$ cat src/shared/aocm_consts.svh
// Offsets, field positions, scaling limits and codes of the analog output code mapper.
`ifndef AOCM_CONSTS_SVH
`define AOCM_CONSTS_SVH

`define AOCM_ADDR_W 8
`define AOCM_PARAM_BYTES 6
`define AOCM_CHANNELS 4

`define AOCM_IDX_ALARM_CFG 8'h00
`define AOCM_IDX_SPARE 8'h01
`define AOCM_IDX_CH0_RANGE 8'h02
`define AOCM_OFS_OUT_WORD0 8'h20
`define AOCM_OFS_DIAG_REC 8'h30
`define AOCM_OFS_STATUS 8'h34

`define AOCM_ALARM_EN_BIT 6

`define AOCM_DIAG_MOD_FAULT_BIT 0
`define AOCM_DIAG_ZERO_BIT 1
`define AOCM_DIAG_EXT_ERR_BIT 2
`define AOCM_DIAG_CH_ERR_BIT 3
`define AOCM_DIAG_CLASS_ANALOG 4'b0101
`define AOCM_DIAG_CH_INFO_BIT 4

`define AOCM_FN_NONE 8'h00
`define AOCM_FN_L_BIP10V 8'h01
`define AOCM_FN_L_V1TO5 8'h02
`define AOCM_FN_L_BIP20MA 8'h03
`define AOCM_FN_L_MA4TO20 8'h04
`define AOCM_FN_L_UNI10V 8'h05
`define AOCM_FN_L_MA0TO20 8'h06
`define AOCM_FN_T_BIP10V 8'h09
`define AOCM_FN_T_V1TO5 8'h0A
`define AOCM_FN_T_BIP20MA 8'h0B
`define AOCM_FN_T_MA4TO20 8'h0C
`define AOCM_FN_T_UNI10V 8'h0D
`define AOCM_FN_T_MA0TO20 8'h0E
`define AOCM_FN_T_BIP4V 8'h0F
`define AOCM_FN_T_BIP400MV 8'h10

`define AOCM_LEGACY_GAIN 21'sd27
`define AOCM_LEGACY_SHIFT 4
`define AOCM_LEVEL_MAX 16'sh7FFF
`define AOCM_LEVEL_MIN 16'sh8001

`endif

$ cat src/shared/aocm_pkg.sv
// Types of the analog output code mapper.
package aocm_pkg;

   typedef enum logic [3:0] {
      AOCM_RANGE_OFF,
      AOCM_RANGE_BIP10V,
      AOCM_RANGE_UNI10V,
      AOCM_RANGE_V1TO5,
      AOCM_RANGE_MA4TO20,
      AOCM_RANGE_BIP20MA,
      AOCM_RANGE_MA0TO20,
      AOCM_RANGE_BIP4V,
      AOCM_RANGE_BIP400MV
   } aocm_range_type;

   typedef enum logic {
      AOCM_DIAG_IDLE,
      AOCM_DIAG_SEND
   } aocm_diag_state_type;

   typedef struct packed {
      logic [5:0][7:0] param;
      logic [3:0][15:0] word;
      logic [3:0][15:0] level;
      logic loaded;
      logic err_seen;
      aocm_diag_state_type diag_state;
      logic [31:0] diag_rec;
      logic nv_save;
      logic pready;
      logic pslverr;
      logic [31:0] prdata;
   } aocm_state_type;

endpackage

$ cat src/rtl/aocm_top.sv
// Analog output code mapper: APB registers, per-channel code mapping and diagnostic record.
//
// Function
// - Legacy bipolar 10 V and 0 to 10 V: 16384 is full scale, linear.
// - Legacy 1 to 5 V: code 0 is 1 V, 16384 is 5 V.
// - Legacy 4 to 20 mA: code 0 is 4 mA, 16384 is 20 mA.
// - Legacy bipolar 20 mA: plus or minus 16384 is plus or minus 20 mA.
// - Two's complement bipolar 10 V: plus or minus 27648 is full scale.
// - Two's complement 1 to 5 V: 0 is 1 V, 27648 is 5 V.
// - Two's complement bipolar 4 V and 400 mV: 27648 is full scale.
// - Two's complement 4 to 20 mA: 0 is 4 mA, 27648 is 20 mA.
// - Two's complement bipolar 20 mA: plus or minus 27648 is full scale.
// - Two's complement word is signed; top bit is the sign.
// - Each channel takes range, quantity and format from its own function number.
// - Six parameter bytes are kept in non-volatile storage across power loss.
// - Parameter byte 0 bit 6 enables alarms; other bits and byte 1 reserved.
// - With alarms enabled, a detected error sends a four-byte diagnostic record.
// - Only diagnostic bytes 0 and 1 carry information; bytes 2 and 3 are zero.
// - Byte 0: malfunction bit 0, zero bit 1, external bit 2, channel bit 3.
// - Byte 1: class 0101 in bits 0 to 3, bit 4 channel information.
// - Legacy word: bit 0 overflow, bit 1 error, bit 2 zero, value above.
// - Function 00h is off; 01h to 06h legacy; 09h to 10h two's complement.
`timescale 1ns/100ps
`include "aocm_consts.svh"

module aocm_top (
   input wire logic clock,
   input wire logic resetn,
   input wire logic psel,
   input wire logic penable,
   input wire logic pwrite,
   input wire logic [7:0] paddr,
   input wire logic [31:0] pwdata,
   input wire logic [3:0] pstrb,
   output logic pready,
   output logic [31:0] prdata,
   output logic pslverr,
   input wire logic [47:0] nv_image_in,
   output logic [47:0] nv_image_out,
   output logic nv_save,
   input wire logic module_fault,
   input wire logic [3:0] channel_fault,
   output logic [63:0] channel_level,
   output logic [15:0] channel_range,
   output logic diag_valid,
   output logic [31:0] diag_record,
   input wire logic diag_ready
);

   ////////////////////////////////////////////////////////////////////////////////
   // Per-channel mapping.

   aocm_pkg::aocm_state_type s_q;
   aocm_pkg::aocm_state_type s_d;

   logic [3:0][15:0] map_level;
   logic [3:0] map_legacy;
   logic [3:0] map_bad_fn;
   logic [3:0] word_fault;
   aocm_pkg::aocm_range_type [3:0] map_range;

   // Legacy words are rescaled so that every range drives the converter at one
   // full scale of 27648; the analog front end then only needs the range select.
   function automatic logic [15:0] legacy_level(input logic [15:0] w);
      logic signed [20:0] scaled;
      scaled = 21'(signed'({w[15:3], 3'b000})) * `AOCM_LEGACY_GAIN;
      scaled = scaled >>> `AOCM_LEGACY_SHIFT;
      if (scaled > 21'(`AOCM_LEVEL_MAX)) begin
         return `AOCM_LEVEL_MAX;
      end else if (scaled < 21'(`AOCM_LEVEL_MIN)) begin
         return `AOCM_LEVEL_MIN;
      end
      return scaled[15:0];
   endfunction

   genvar ch;
   generate
      for (ch = 0; ch < `AOCM_CHANNELS; ch++) begin : g_map
         always_comb begin
            map_legacy[ch] = 1'b0;
            map_bad_fn[ch] = 1'b0;
            map_range[ch] = aocm_pkg::AOCM_RANGE_OFF;
            case (s_q.param[`AOCM_IDX_CH0_RANGE + ch])
               `AOCM_FN_NONE: begin
                  map_range[ch] = aocm_pkg::AOCM_RANGE_OFF;
               end
               `AOCM_FN_L_BIP10V: begin
                  map_legacy[ch] = 1'b1;
                  map_range[ch] = aocm_pkg::AOCM_RANGE_BIP10V;
               end
               `AOCM_FN_L_UNI10V: begin
                  map_legacy[ch] = 1'b1;
                  map_range[ch] = aocm_pkg::AOCM_RANGE_UNI10V;
               end
               `AOCM_FN_L_V1TO5: begin
                  map_legacy[ch] = 1'b1;
                  map_range[ch] = aocm_pkg::AOCM_RANGE_V1TO5;
               end
               `AOCM_FN_L_MA4TO20: begin
                  map_legacy[ch] = 1'b1;
                  map_range[ch] = aocm_pkg::AOCM_RANGE_MA4TO20;
               end
               `AOCM_FN_L_BIP20MA: begin
                  map_legacy[ch] = 1'b1;
                  map_range[ch] = aocm_pkg::AOCM_RANGE_BIP20MA;
               end
               `AOCM_FN_L_MA0TO20: begin
                  map_legacy[ch] = 1'b1;
                  map_range[ch] = aocm_pkg::AOCM_RANGE_MA0TO20;
               end
               `AOCM_FN_T_BIP10V: begin
                  map_range[ch] = aocm_pkg::AOCM_RANGE_BIP10V;
               end
               `AOCM_FN_T_UNI10V: begin
                  map_range[ch] = aocm_pkg::AOCM_RANGE_UNI10V;
               end
               `AOCM_FN_T_V1TO5: begin
                  map_range[ch] = aocm_pkg::AOCM_RANGE_V1TO5;
               end
               `AOCM_FN_T_MA4TO20: begin
                  map_range[ch] = aocm_pkg::AOCM_RANGE_MA4TO20;
               end
               `AOCM_FN_T_BIP20MA: begin
                  map_range[ch] = aocm_pkg::AOCM_RANGE_BIP20MA;
               end
               `AOCM_FN_T_MA0TO20: begin
                  map_range[ch] = aocm_pkg::AOCM_RANGE_MA0TO20;
               end
               `AOCM_FN_T_BIP4V: begin
                  map_range[ch] = aocm_pkg::AOCM_RANGE_BIP4V;
               end
               `AOCM_FN_T_BIP400MV: begin
                  map_range[ch] = aocm_pkg::AOCM_RANGE_BIP400MV;
               end
               default: begin
                  map_bad_fn[ch] = 1'b1;
               end
            endcase
            if (map_range[ch] == aocm_pkg::AOCM_RANGE_OFF) begin
               map_level[ch] = 16'h0000;
            end else if (map_legacy[ch]) begin
               map_level[ch] = legacy_level(s_q.word[ch]);
            end else begin
               map_level[ch] = s_q.word[ch];
            end
            word_fault[ch] = map_legacy[ch] & (s_q.word[ch][0] | s_q.word[ch][1]);
         end
         assign channel_range[ch*4 +: 4] = map_range[ch];
         assign channel_level[ch*16 +: 16] = s_q.level[ch];
      end
   endgenerate

   ////////////////////////////////////////////////////////////////////////////////
   // Error sources and the diagnostic record.

   logic err_module;
   logic err_external;
   logic err_channel;
   logic err_any;
   logic [31:0] diag_now;

   always_comb begin
      err_module = module_fault | (|map_bad_fn);
      err_external = |channel_fault;
      err_channel = |(channel_fault | word_fault);
      err_any = err_module | err_external | err_channel;
      diag_now = 32'h0000_0000;
      diag_now[`AOCM_DIAG_MOD_FAULT_BIT] = err_module;
      diag_now[`AOCM_DIAG_ZERO_BIT] = 1'b0;
      diag_now[`AOCM_DIAG_EXT_ERR_BIT] = err_external;
      diag_now[`AOCM_DIAG_CH_ERR_BIT] = err_channel;
      diag_now[11:8] = `AOCM_DIAG_CLASS_ANALOG;
      diag_now[8 + `AOCM_DIAG_CH_INFO_BIT] = err_channel;
   end

   ////////////////////////////////////////////////////////////////////////////////
   // APB decode.

   logic setup;
   logic access;
   logic [7:0] widx;
   logic out_hit;
   logic [1:0] out_ch;
   logic mapped;

   always_comb begin
      setup = psel & ~penable;
      access = psel & penable & s_q.pready;
      widx = {2'b00, paddr[7:2]};
      out_hit = (paddr[7:4] == 4'(`AOCM_OFS_OUT_WORD0 >> 4)) && (paddr[1:0] == 2'b00);
      out_ch = paddr[3:2];
      mapped = (paddr[1:0] == 2'b00)
         && ((widx < `AOCM_PARAM_BYTES) || out_hit
         || (paddr == `AOCM_OFS_DIAG_REC) || (paddr == `AOCM_OFS_STATUS));
   end

   ////////////////////////////////////////////////////////////////////////////////
   // Next state.

   always_comb begin
      s_d = s_q;
      s_d.nv_save = 1'b0;
      s_d.pready = 1'b0;
      s_d.pslverr = 1'b0;
      s_d.err_seen = err_any;
      s_d.level = map_level;

      // Parameters come back from storage in the first cycle after reset.
      if (!s_q.loaded) begin
         s_d.loaded = 1'b1;
         for (int i = 0; i < `AOCM_PARAM_BYTES; i++) begin
            s_d.param[i] = nv_image_in[i*8 +: 8];
         end
         s_d.param[`AOCM_IDX_ALARM_CFG] = 8'h00;
         s_d.param[0][`AOCM_ALARM_EN_BIT] = nv_image_in[`AOCM_ALARM_EN_BIT];
         s_d.param[`AOCM_IDX_SPARE] = 8'h00;
      end

      // Answer one cycle after setup so that read data comes from a register.
      if (setup) begin
         s_d.pready = 1'b1;
         s_d.pslverr = ~mapped;
         s_d.prdata = 32'h0000_0000;
         if (!pwrite && mapped) begin
            if (widx < `AOCM_PARAM_BYTES) begin
               s_d.prdata[7:0] = s_q.param[widx[2:0]];
            end else if (paddr == `AOCM_OFS_DIAG_REC) begin
               s_d.prdata = s_q.diag_rec;
            end else if (paddr == `AOCM_OFS_STATUS) begin
               s_d.prdata = diag_now;
            end
         end
      end

      if (access && pwrite && mapped && s_q.loaded) begin
         if (widx < `AOCM_PARAM_BYTES) begin
            if (pstrb[0]) begin
               s_d.nv_save = 1'b1;
               if (widx == `AOCM_IDX_ALARM_CFG) begin
                  s_d.param[0] = 8'h00;
                  s_d.param[0][`AOCM_ALARM_EN_BIT] = pwdata[`AOCM_ALARM_EN_BIT];
               end else if (widx != `AOCM_IDX_SPARE) begin
                  s_d.param[widx[2:0]] = pwdata[7:0];
               end
            end
         end else if (out_hit) begin
            // The high byte is the later byte of the channel in the output area.
            if (pstrb[1]) begin
               s_d.word[out_ch][15:8] = pwdata[15:8];
            end
            if (pstrb[0]) begin
               s_d.word[out_ch][7:0] = pwdata[7:0];
            end
         end
      end

      // A new error is reported once; a burst of faults while one record is
      // waiting is dropped, neither folded into that record nor queued.
      case (s_q.diag_state)
         aocm_pkg::AOCM_DIAG_IDLE: begin
            if (err_any && !s_q.err_seen
                  && s_q.param[`AOCM_IDX_ALARM_CFG][`AOCM_ALARM_EN_BIT]) begin
               s_d.diag_state = aocm_pkg::AOCM_DIAG_SEND;
               s_d.diag_rec = diag_now;
            end
         end
         aocm_pkg::AOCM_DIAG_SEND: begin
            if (diag_ready) begin
               s_d.diag_state = aocm_pkg::AOCM_DIAG_IDLE;
            end
         end
         default: begin
            s_d.diag_state = aocm_pkg::AOCM_DIAG_IDLE;
         end
      endcase
   end

   ////////////////////////////////////////////////////////////////////////////////
   // State register.

   always_ff @(posedge clock or negedge resetn) begin
      if (!resetn) begin
         s_q <= '0;
      end else begin
         s_q <= s_d;
      end
   end

   ////////////////////////////////////////////////////////////////////////////////
   // Outputs.

   assign pready = s_q.pready;
   assign prdata = s_q.prdata;
   assign pslverr = s_q.pslverr;
   assign nv_image_out = s_q.param;
   assign nv_save = s_q.nv_save;
   assign diag_valid = (s_q.diag_state == aocm_pkg::AOCM_DIAG_SEND);
   assign diag_record = s_q.diag_rec;

endmodule

$ cat config.mk
export PLATFORM = sky130hd
export DESIGN_NAME = aocm_top
export DESIGN_NICKNAME = d
export VERILOG_FILES = /design/src/shared/aocm_pkg.sv /design/src/rtl/aocm_top.sv
export VERILOG_INCLUDE_DIRS = /design/src /design/src/shared
export SDC_FILE = /design/constraint.sdc
export NUM_CORES = 1
export LEC_CHECK = 0
export BUFFER_PORTS_ARGS = -buffer_cell sky130_fd_sc_hd__buf_2
export CAP_MARGIN = 5
export CORE_MARGIN = 2
export CORE_UTILIZATION = 45
export CTS_CLUSTER_SIZE = 24
export DETAILED_ROUTE_END_ITERATION = 16
export PLACE_DENSITY = 0.74
export SETUP_SLACK_MARGIN = 0.5
export SLEW_MARGIN = 25
export SYNTH_ARGS = -nofsm -noshare
export SYNTH_HDL_FRONTEND = slang
export SYNTH_SLANG_ARGS = --single-unit
$ cat constraint.sdc
create_clock -name clock -period 9.5 [get_ports clock]
set_input_delay 0 -clock clock [delete_from_list [all_inputs] [get_ports clock]]
set_output_delay 0 -clock clock [all_outputs]
set_load 0.03 [all_outputs]
# After elaboration in Yosys (flattened, before gate mapping)
# Cells that the tools add are included.
dict set report word_totals {
  romBits 0
  word_cells 265
  latch_bits 0
  n_memories 0
  ff_bits 220
  ramBits 0
}
dict set report op_classes {
  n_mul 4
  n_reduce_logical 62
  n_lt_le_gt_ge 13
  shift 0
  n_bitwise 19
  n_eq_ne 60
  addsub 0
  mux 85
  div_mod_pow 0
}
# cell count
set op_table {}
lappend op_table {{64-bit two-way mux} 7}
lappend op_table {{16-bit two-way mux} 21}
lappend op_table {{8-bit by 4-bit == test with 1-bit output (second input constant)} 28}
lappend op_table {{48-bit two-way mux} 4}
lappend op_table {{64-bit bitwise mux} 2}
lappend op_table {{4-bit case mux with 8 select lines} 4}
lappend op_table {{112-bit two-way mux} 1}
lappend op_table {{8-bit by 3-bit == test with 1-bit output (second input constant)} 12}
lappend op_table {{13-bit by 6-bit multiplier with 18-bit output (second input constant)} 4}
lappend op_table {{17-bit by 16-bit > comparator with 1-bit output (second input constant)} 4}
lappend op_table {{17-bit by 16-bit less-than comparator with 1-bit output (second input constant)} 4}
lappend op_table {{16-bit demux with 2-bit select} 2}
lappend op_table {{8-bit by 2-bit == test with 1-bit output (second input constant)} 8}
lappend op_table {{32-bit two-way mux} 2}
lappend op_table {{15-bit OR reduction} 4}
lappend op_table {{48-bit bitwise mux} 1}
lappend op_table {{2-bit OR reduction} 24}
lappend op_table {{8-bit zero test} 5}
lappend op_table {{40-bit two-way mux} 1}
lappend op_table {{8-bit two-way mux} 5}
lappend op_table {{34-bit two-way mux} 1}
lappend op_table {{33-bit two-way mux} 1}
lappend op_table {{8-bit by 1-bit == test with 1-bit output (second input constant)} 4}
lappend op_table {{8-bit by 5-bit == test with 1-bit output (second input constant)} 4}
lappend op_table {{27 further kinds} 90}

# Depth between registers and ports, before layout
# Gate-level depths: netlist of run 1.
dict set report depth {
  word_depth 14
  mapped_depth 17
  ltp_nobuf 15
}

# Least setup slack after synthesis of run 1
# OpenSTA, ideal clock, no wires.
dict set report synth_timing {
  path_kind {register to register}
  startpoint {register with a tool-made name}
  endpoint {register s_q, in the netlist channel_level[10]}
  arrival_time_ps 4215
  path_stages_with_launch 16
  period_less_slack_ps 4352
  path_buffers 1
  path_slack_ps 5148
  cell_sequence {dfrtp_1 -> ha_1 -> fa_1 -> inv_1 -> fa_1 -> inv_1 -> ha_1 -> o21ai_0 -> o21bai_1 -> o21ai_2 -> xnor2_1 -> or4b_1 -> or4_4 -> o41ai_4 -> buf_6 -> a211oi_1}
}
# element line_no
set synth_rtl {}
lappend synth_rtl {{to (signal assigned)} aocm_top.sv:283} ;# s_q <= '0;
lappend synth_rtl {{to (signal assigned)} aocm_top.sv:285} ;# s_q <= s_d;
lappend synth_rtl {{to (decl)} aocm_top.sv:53} ;# aocm_pkg::aocm_state_type s_q;

==> summary.txt, run 1 <==
Worst setup path
  • FF-to-FF setup slack: 4370 ps
  • CP endpoint kind: flip-flop
  • Worst Path Arrival: 5440 ps
  • Critical Path Fanout Max: 14
  • Reg-to-reg endpoint: channel_level[8]$_DFF_PN0_
  • Worst setup SP type: flip-flop
  • WP data required: 9810 ps
  • Reg2Reg Depth: 14
  • CP Class: flip-flop to flip-flop

Clock tree
  • H-tree depth: 4
  • Clk root buf: clkbuf_16
  • Worst skew pair latency: 470 ps
  • Total CTS buffers: 17
  • Clock slew at reported path FFs: 80 ps
  • CTS Sinks: 196
  • Clock buffer depth: 2
  • # resized after CTS: 0
  • CTS tree: yes
  • Setup Buffers After CTS: 0
  • Hold Buf Count CTS: 81

STA
  • Minimum clock period: 5130 ps
  • Worst-margin pin slew: 981 ps
  • Final slew viol count: 0
  • Setup WS post-layout: 4370 ps
  • Clock skew: 15.3 ps
  • Final Hold Fails: 0
  • Headroom to the max-slew limit: 34.0%
  • RSZ-0062 raised after global routing: no
  • Setup Viol. Count Final: 0
  • Final setup TNS: 0 ps
  • Fmax: 195 MHz
  • Final critical-path share of the clock period: 54.0%

Place
  • Detailed placement HPWL: 37.2 mm
  • DP Worst Slack: 4430 ps
  • Post-Place Cells: 2439
  • Final Wtd Congestion: 0.933
  • Count of buffers from port buffering: 218

Cells and area
  • Post-layout util: 50.1%
  • Commonest non-fill, non-tap cell in the layout: inv_1
  • Layout fillers: 3518
  • Antenna Cells: 0
  • Layout cells sized above 1: 18.1%
  • Most frequent cells in the layout: inv_1, buf_2, dfrtp_1, ha_1, a21oi_1
  • Multi-input logic area: 0.0102 sq mm
  • Nets@finish: 2347
  • Area growth syn-to-layout: 10.6%
  • Storage cell area: 0.00491 sq mm
  • Final std cells w/o fill: 2553

Worst hold path
  • Hold depth: 3
  • Hold Path End: nv_image_out[38]$_DFF_PN0_
  • HP Start: pwdata[6]
  • Hold Path Class: primary input to flip-flop

Die
  • IO Pins: 299
  • Die area: 0.0403 sq mm
  • Die Wd: 201 um
  • Total core area: 0.0385 sq mm
  • Row Count: 72
  • Die height: 201 um
  • Initial Util: 45.3%

Job
  • Max cap viols: 0

Detailed routing
  • Remaining DRCs: 0
  • Post-Route M1 WL: 20.7 mm
  • Total Wirelength: 48.5 mm
  • DR WL met3: 3.20 mm
  • Iteration-0 DRC Markers: 1168
  • Vias: 14400
  • First-pass DRT Iterations: 6
  • Met2 WL: 23.0 mm
  • DR vias/cell: 5.62
  • Antenna Nets Post-Route: 0
  • Top routing layer in use: met4
  • Routed length per instance: 19.0 um

Pwr
  • Cell Pwr Density: 99.7 mW/mm^2
  • Worst VDD drop: 109 uV
  • Leakage: 10.2 nW

Synthesis
  • Synth Instances: 1887
  • Async SR Flop Fraction: 100%
  • Ys flop type: dfrtp_1
  • Yosys reg bits: 196
  • Register area share after synthesis: 28.2%
  • Yosys synthesis warning count: 0
  • Syn_area_per_cell: 9.23 sq um
  • Mapped cell area: 0.0174 sq mm
  • Unique masters post-synth: 87
  • EDFF count, synth: 0

Global route
  • Pin count of the biggest net entering global routing: 78
  • Grt total ovfl: 0
  • First-pass GRT wire length: 76.9 mm
  • Vias in the first global route: 14100
  • Overall Global Routing Usage: 24.0%
  • Antenna violations before repair: 0

Outcome
  • Outcome: complete, no violations
per-layer routing:
layer	GRT usage (%)	up-vias
met5	0	-
met4	8.84	0
met3	4.09	106
met2	39.9	571
met1	31.6	7038
li1	-	6639
Yosys cell counts (all sizes together), types with 27 or more instances:
cell type | number | area share, %
xnor2 | 43 | 2.2
clkbuf | 50 | 1.1
mux2 | 60 | 3.9
nand2 | 80 | 1.7
nand2b | 27 | 0.97
ha | 160 | 11
buf | 188 | 8.0
nor2 | 100 | 2.2
a21oi | 105 | 3.0
fa | 62 | 7.1
nand3 | 34 | 0.98
a211oi | 31 | 1.4
o21ai | 72 | 2.1
mux2i | 43 | 2.5
dfrtp | 196 | 28
nor3 | 46 | 1.4
inv | 244 | 5.3
worst max-delay path by stage:
| stage | start | to | depth (start not counted) |
|---|---|---|---|
| 5_1_grt | flip-flop | channel_level[4]$_DFF_PN0_ | 14 |
| 3_3_place_gp | flip-flop | channel_level[40]$_DFF_PN0_ | 14 |
| 4_1_cts | flip-flop | channel_level[8]$_DFF_PN0_ | 14 |
| 6_report | flip-flop | channel_level[8]$_DFF_PN0_ | 14 |
| 3_5_place_dp | flip-flop | channel_level[13]$_DFF_PN0_ | 14 |
| 2_1_floorplan | flip-flop | channel_level[10]$_DFF_PN0_ | 15 |
layout make-up:
class	count	share of cell area [%]
Inverter	244	4.75
Tap cell	518	3.36
Timing Repair Buffer	309	10.3
Clock inverter	13	0.838
Clock buffer	19	2.35
Multi-Input combinational cell	1254	52.9
Sequential cell	196	25.5
metrics by stage:
stage | cell area, sq um | hold WS, ps | total power [W]
after floorplan | 17600 | -296 | 0.00107
after global placement | 17800 | 50.5 | 0.00113
after detailed placement | 17800 | 63.2 | 0.00114
after CTS | 19300 | 1.15 | 0.00192
after global routing | 19300 | 7.19 | 0.00198
final | 19300 | 14.4 | 0.00192
report_power, final:
| part | internal, W | switching [W] |
|---|---|---|
| Sequential | 0.000850 | 0.0000375 |
| Combinational | 0.0000940 | 0.000177 |
| Clock | 0.000390 | 0.000372 |
logic make-up after synthesis:
| family | synth area share (%) |
|---|---|
| other | 0.0431 |
| DFF | 28.2 |
| buffers and inverters | 14.4 |
| muxes | 7.38 |
| xor gates and xnor gates | 3.35 |
| adders and majority gates | 18.7 |
| and+or+nand+nor | 11.7 |
| AOI/OAI and AO/OA | 16.2 |
worst max-delay path, stage by stage, from the launching register on:
cell	delay (ps)
dfrtp_1	460
ha_1	370
fa_1	560
inv_1	60
fa_1	530
inv_1	50
ha_1	340
o21ai_0	110
o21bai_1	320
o21ai_2	110
xnor2_1	170
or4b_1	550
or4_4	440
o41ai_4	690
a211oi_1	220
Note: power is estimated with default switching activity, not from simulation.
==> inputs of run 2 (changes only) <==
- clock period: 9.5 -> 5.12 ns (I/O delays scaled with it)
==> run 2 against run 1 <==
  * Clock power increased by 85%
  * Fmax increased by 13%
  * Critical path depth unchanged
  * Sequential power increased by 86%
  * Clock skew increased by 4.2 ps
  * Utilization grew 1.8 points
  * Via count rose by 0.62%
  * Final cell count is 0.78% higher
  * Final area grew 3.6%
  * Critical path type unchanged
  * Critical endpoint is now channel_level[11]$_DFF_PN0_
  * Largest cell class unchanged
==> summary.txt, run 2 (same netlist as run 1, synthesis figures left out) <==
Global route
  • Antenna violations before repair: 1 (was 0)
  • First-pass GRT wire length: 77.2 mm (was 76.9 mm)
  • Vias in the first global route: 14200 (was 14100)
  • Grt total ovfl: 0 (unchanged)
  • Pin count of the biggest net entering global routing: 110 (was 78)
  • Overall Global Routing Usage: 24.1% (was 24.0%)

Detailed routing
  • First-pass DRT Iterations: 5 (was 6)
  • Remaining DRCs: 0 (unchanged)
  • Iteration-0 DRC Markers: 1099 (was 1168)
  • Antenna Nets Post-Route: 0 (unchanged)
  • Routed length per instance: 19.2 um (was 19.0 um)
  • Vias: 14400 (about the same)
  • Total Wirelength: 49.5 mm (was 48.5 mm)
  • DR vias/cell: 5.61 (was 5.62)

STA
  • Final slew viol count: 0 (unchanged)
  • Final critical-path share of the clock period: 88.6% (was 54.0%)
  • Worst-margin pin slew: 832 ps (was 981 ps)
  • Setup Viol. Count Final: 0 (unchanged)
  • Fmax: 221 MHz (was 195 MHz)
  • Clock skew: 19.6 ps (was 15.3 ps)
  • Final setup TNS: 0 ps (unchanged)
  • Final Hold Fails: 0 (unchanged)
  • Headroom to the max-slew limit: 44.3% (was 34.0%)
  • RSZ-0062 raised after global routing: no (unchanged)
  • Minimum clock period: 4530 ps (was 5130 ps)

Pwr
  • Sw Ratio: 30.7% (was 30.5%)
  • Cell Pwr Density: 179 mW/mm^2 (was 99.7 mW/mm^2)
  • Internal power: 0.00248 W (was 0.00133 W)
  • Leakage: 10.3 nW (was 10.2 nW)
  • Sw Pwr: 0.00110 W (was 0.000587 W)
  • Sequential Power Share: 46.1% (was 46.2%)
  • Gate power share: 14.4% (was 14.1%)
  • Worst VDD drop: 168 uV (was 109 uV)
  • Clock power frac: 39.5% (was 39.7%)

Place
  • Detailed placement HPWL: 37.2 mm (about the same)
  • Count of buffers from port buffering: 218 (unchanged)
  • Final Wtd Congestion: 0.943 (was 0.933)

Cells and area
  • Nets@finish: 2367 (was 2347)
  • Post-layout util: 51.9% (was 50.1%)
  • Layout cells sized above 1: 22.4% (was 18.1%)
  • Area growth syn-to-layout: 14.6% (was 10.6%)
  • Commonest non-fill, non-tap cell in the layout: inv_1 (unchanged)
  • Antenna Cells: 0 (unchanged)
  • Most frequent cells in the layout: inv_1, buf_2, dfrtp_1, ha_1 (was inv_1, buf_2, dfrtp_1, ha_1, a21oi_1)

Worst setup path
  • Reg-to-reg endpoint: channel_level[11]$_DFF_PN0_ (was channel_level[8]$_DFF_PN0_)
  • CP max-delay cell: fa_1 (was o41ai_4)
  • Critical Path, Cell by Cell: ha_4 -> fa_1 -> inv_1 -> fa_1 -> inv_2 -> ha_4 -> xnor2_1 -> or3_1 -> nor3_2 -> or4b_1 -> or4_4 -> o41ai_4 -> buf_4 -> a211oi_2 (was ha_1 -> fa_1 -> inv_1 -> fa_1 -> inv_1 -> ha_1 -> o21ai_0 -> o21bai_1 -> o21ai_2 -> xnor2_1 -> or4b_1 -> or4_4 -> o41ai_4 -> a211oi_1)
  • End of the critical path: channel_level[11]$_DFF_PN0_ (was channel_level[8]$_DFF_PN0_)
  • WP data required: 5450 ps (was 9810 ps)
  • Worst path max stage delay: 540 ps (was 690 ps)
  • Worst setup SP type: flip-flop (unchanged)
  • Worst Path Arrival: 4860 ps (was 5440 ps)
  • CP endpoint kind: flip-flop (unchanged)
  • Reg2Reg Depth: 14 (unchanged)
  • FF-to-FF setup slack: 590 ps (was 4370 ps)
  • Critical Path Fanout Max: 4 (was 14)
  • CP Class: flip-flop to flip-flop (unchanged)

Die
  • Row Count: 72 (unchanged)
  • Initial Util: 45.3% (unchanged)
  • IO Pins: 299 (unchanged)
  • Die height: 201 um (unchanged)
  • Total core area: 0.0385 sq mm (unchanged)
  • Die area: 0.0403 sq mm (unchanged)
  • Die Wd: 201 um (unchanged)

Clock tree
  • Clock buffer depth: 2 (unchanged)
  • Clk root buf: clkbuf_16 (unchanged)
  • Worst skew pair latency: 460 ps (was 470 ps)
  • Clock slew at reported path FFs: 80 ps (about the same)
  • CTS Sinks: 196 (unchanged)
  • H-tree depth: 4 (unchanged)
  • CTS tree: yes (unchanged)
  • Total CTS buffers: 17 (unchanged)

Outcome
  • Outcome: complete, no violations (unchanged)

Job
  • Max cap viols: 0 (unchanged)

Worst hold path
  • Hold Path Class: primary input to flip-flop (unchanged)
[run 2: cell types whose count changed in the layout (fill, tap and decap cells not counted), sizes merged]
| cell | previous run | this run |
|---|---|---|
| buf | 226 | 244 |
| clkbuf | 21 | 19 |
| clkinvlp | 3 | 1 |
| dlygate4sd3 | 81 | 84 |
| inv | 250 | 253 |
[run 2: what timing repair did]
action	4_1_cts	5_1_grt
hold buffers	84	0
gates cloned	0	1
pin swaps	6	15
buffers inserted	5	4
endpoints found under the setup margin	52	58
gates resized for setup	21	76
hold endpoints to repair	160	0
[run 2: power by group through the flow]
| stage | clock network (W) | registers [W] | logic, W |
|---|---|---|---|
| floorplan | 0 | 0.00163 | 0.000365 |
| finish | 0.00141 | 0.00165 | 0.000514 |
| global route | 0.00150 | 0.00165 | 0.000549 |
| detailed placement | 0 | 0.00168 | 0.000435 |
| global placement | 0 | 0.00167 | 0.000428 |
| CTS | 0.00144 | 0.00164 | 0.000503 |
[run 2: how the worst min path moves through the flow]
stage | start | end | depth (start not counted)
floorplan | resetn | async pin | 0
global placement | resetn | channel_level[16]$_DFF_PN0_ | 1
detailed placement | resetn | channel_level[16]$_DFF_PN0_ | 1
CTS | paddr[5] | nv_save$_DFF_PN0_ | 3
global route | pwdata[7] | nv_image_out[23]$_DFF_PN0_ | 3
finish | pwdata[7] | nv_image_out[23]$_DFF_PN0_ | 3
[run 2: worst max-delay path: cells and delay by family, from the launching register on]
kind	cells	cell delay, ps
compound gates	2	450
xor+xnor	1	140
fa+ha+maj	4	1540
buf+inv	3	330
flops	1	460
simple gates	4	1470
[run 2: through the flow]
step / setup slack [ps] / instances / hold slack [ps] / total power, W / area (sq um)
after floorplan: 768 / 1933 / -296 / 0.00199 / 17600
after global placement: 431 / 2447 / 106 / 0.00210 / 17900
after detailed placement: 292 / 2447 / 93.8 / 0.00211 / 17900
after CTS: 506 / 2568 / 7.00 / 0.00359 / 19500
after global routing: 496 / 2573 / 10.9 / 0.00370 / 20000
final: 586 / 2573 / 20.1 / 0.00357 / 20000
[run 2: cell type report]
class,count,area [sq um]
flip-flops and latches,196,4920
well taps,518,648
clock buffers,18,439
inverters,244,916
multi-input cells,1254,10700
clock inverters,14,173
repair buffers,329,2170
fillers,3441,18500
[run 2: layer usage]
layer | vias to the layer above | GRT usage, % | share of wire, %
met4 | 0 | 9.26 | 3.4
met5 | - | 0 | 0
met2 | 570 | 39.8 | 48
met1 | 7077 | 31.9 | 42
li1 | 6687 | - | -
met3 | 109 | 3.77 | 6.5
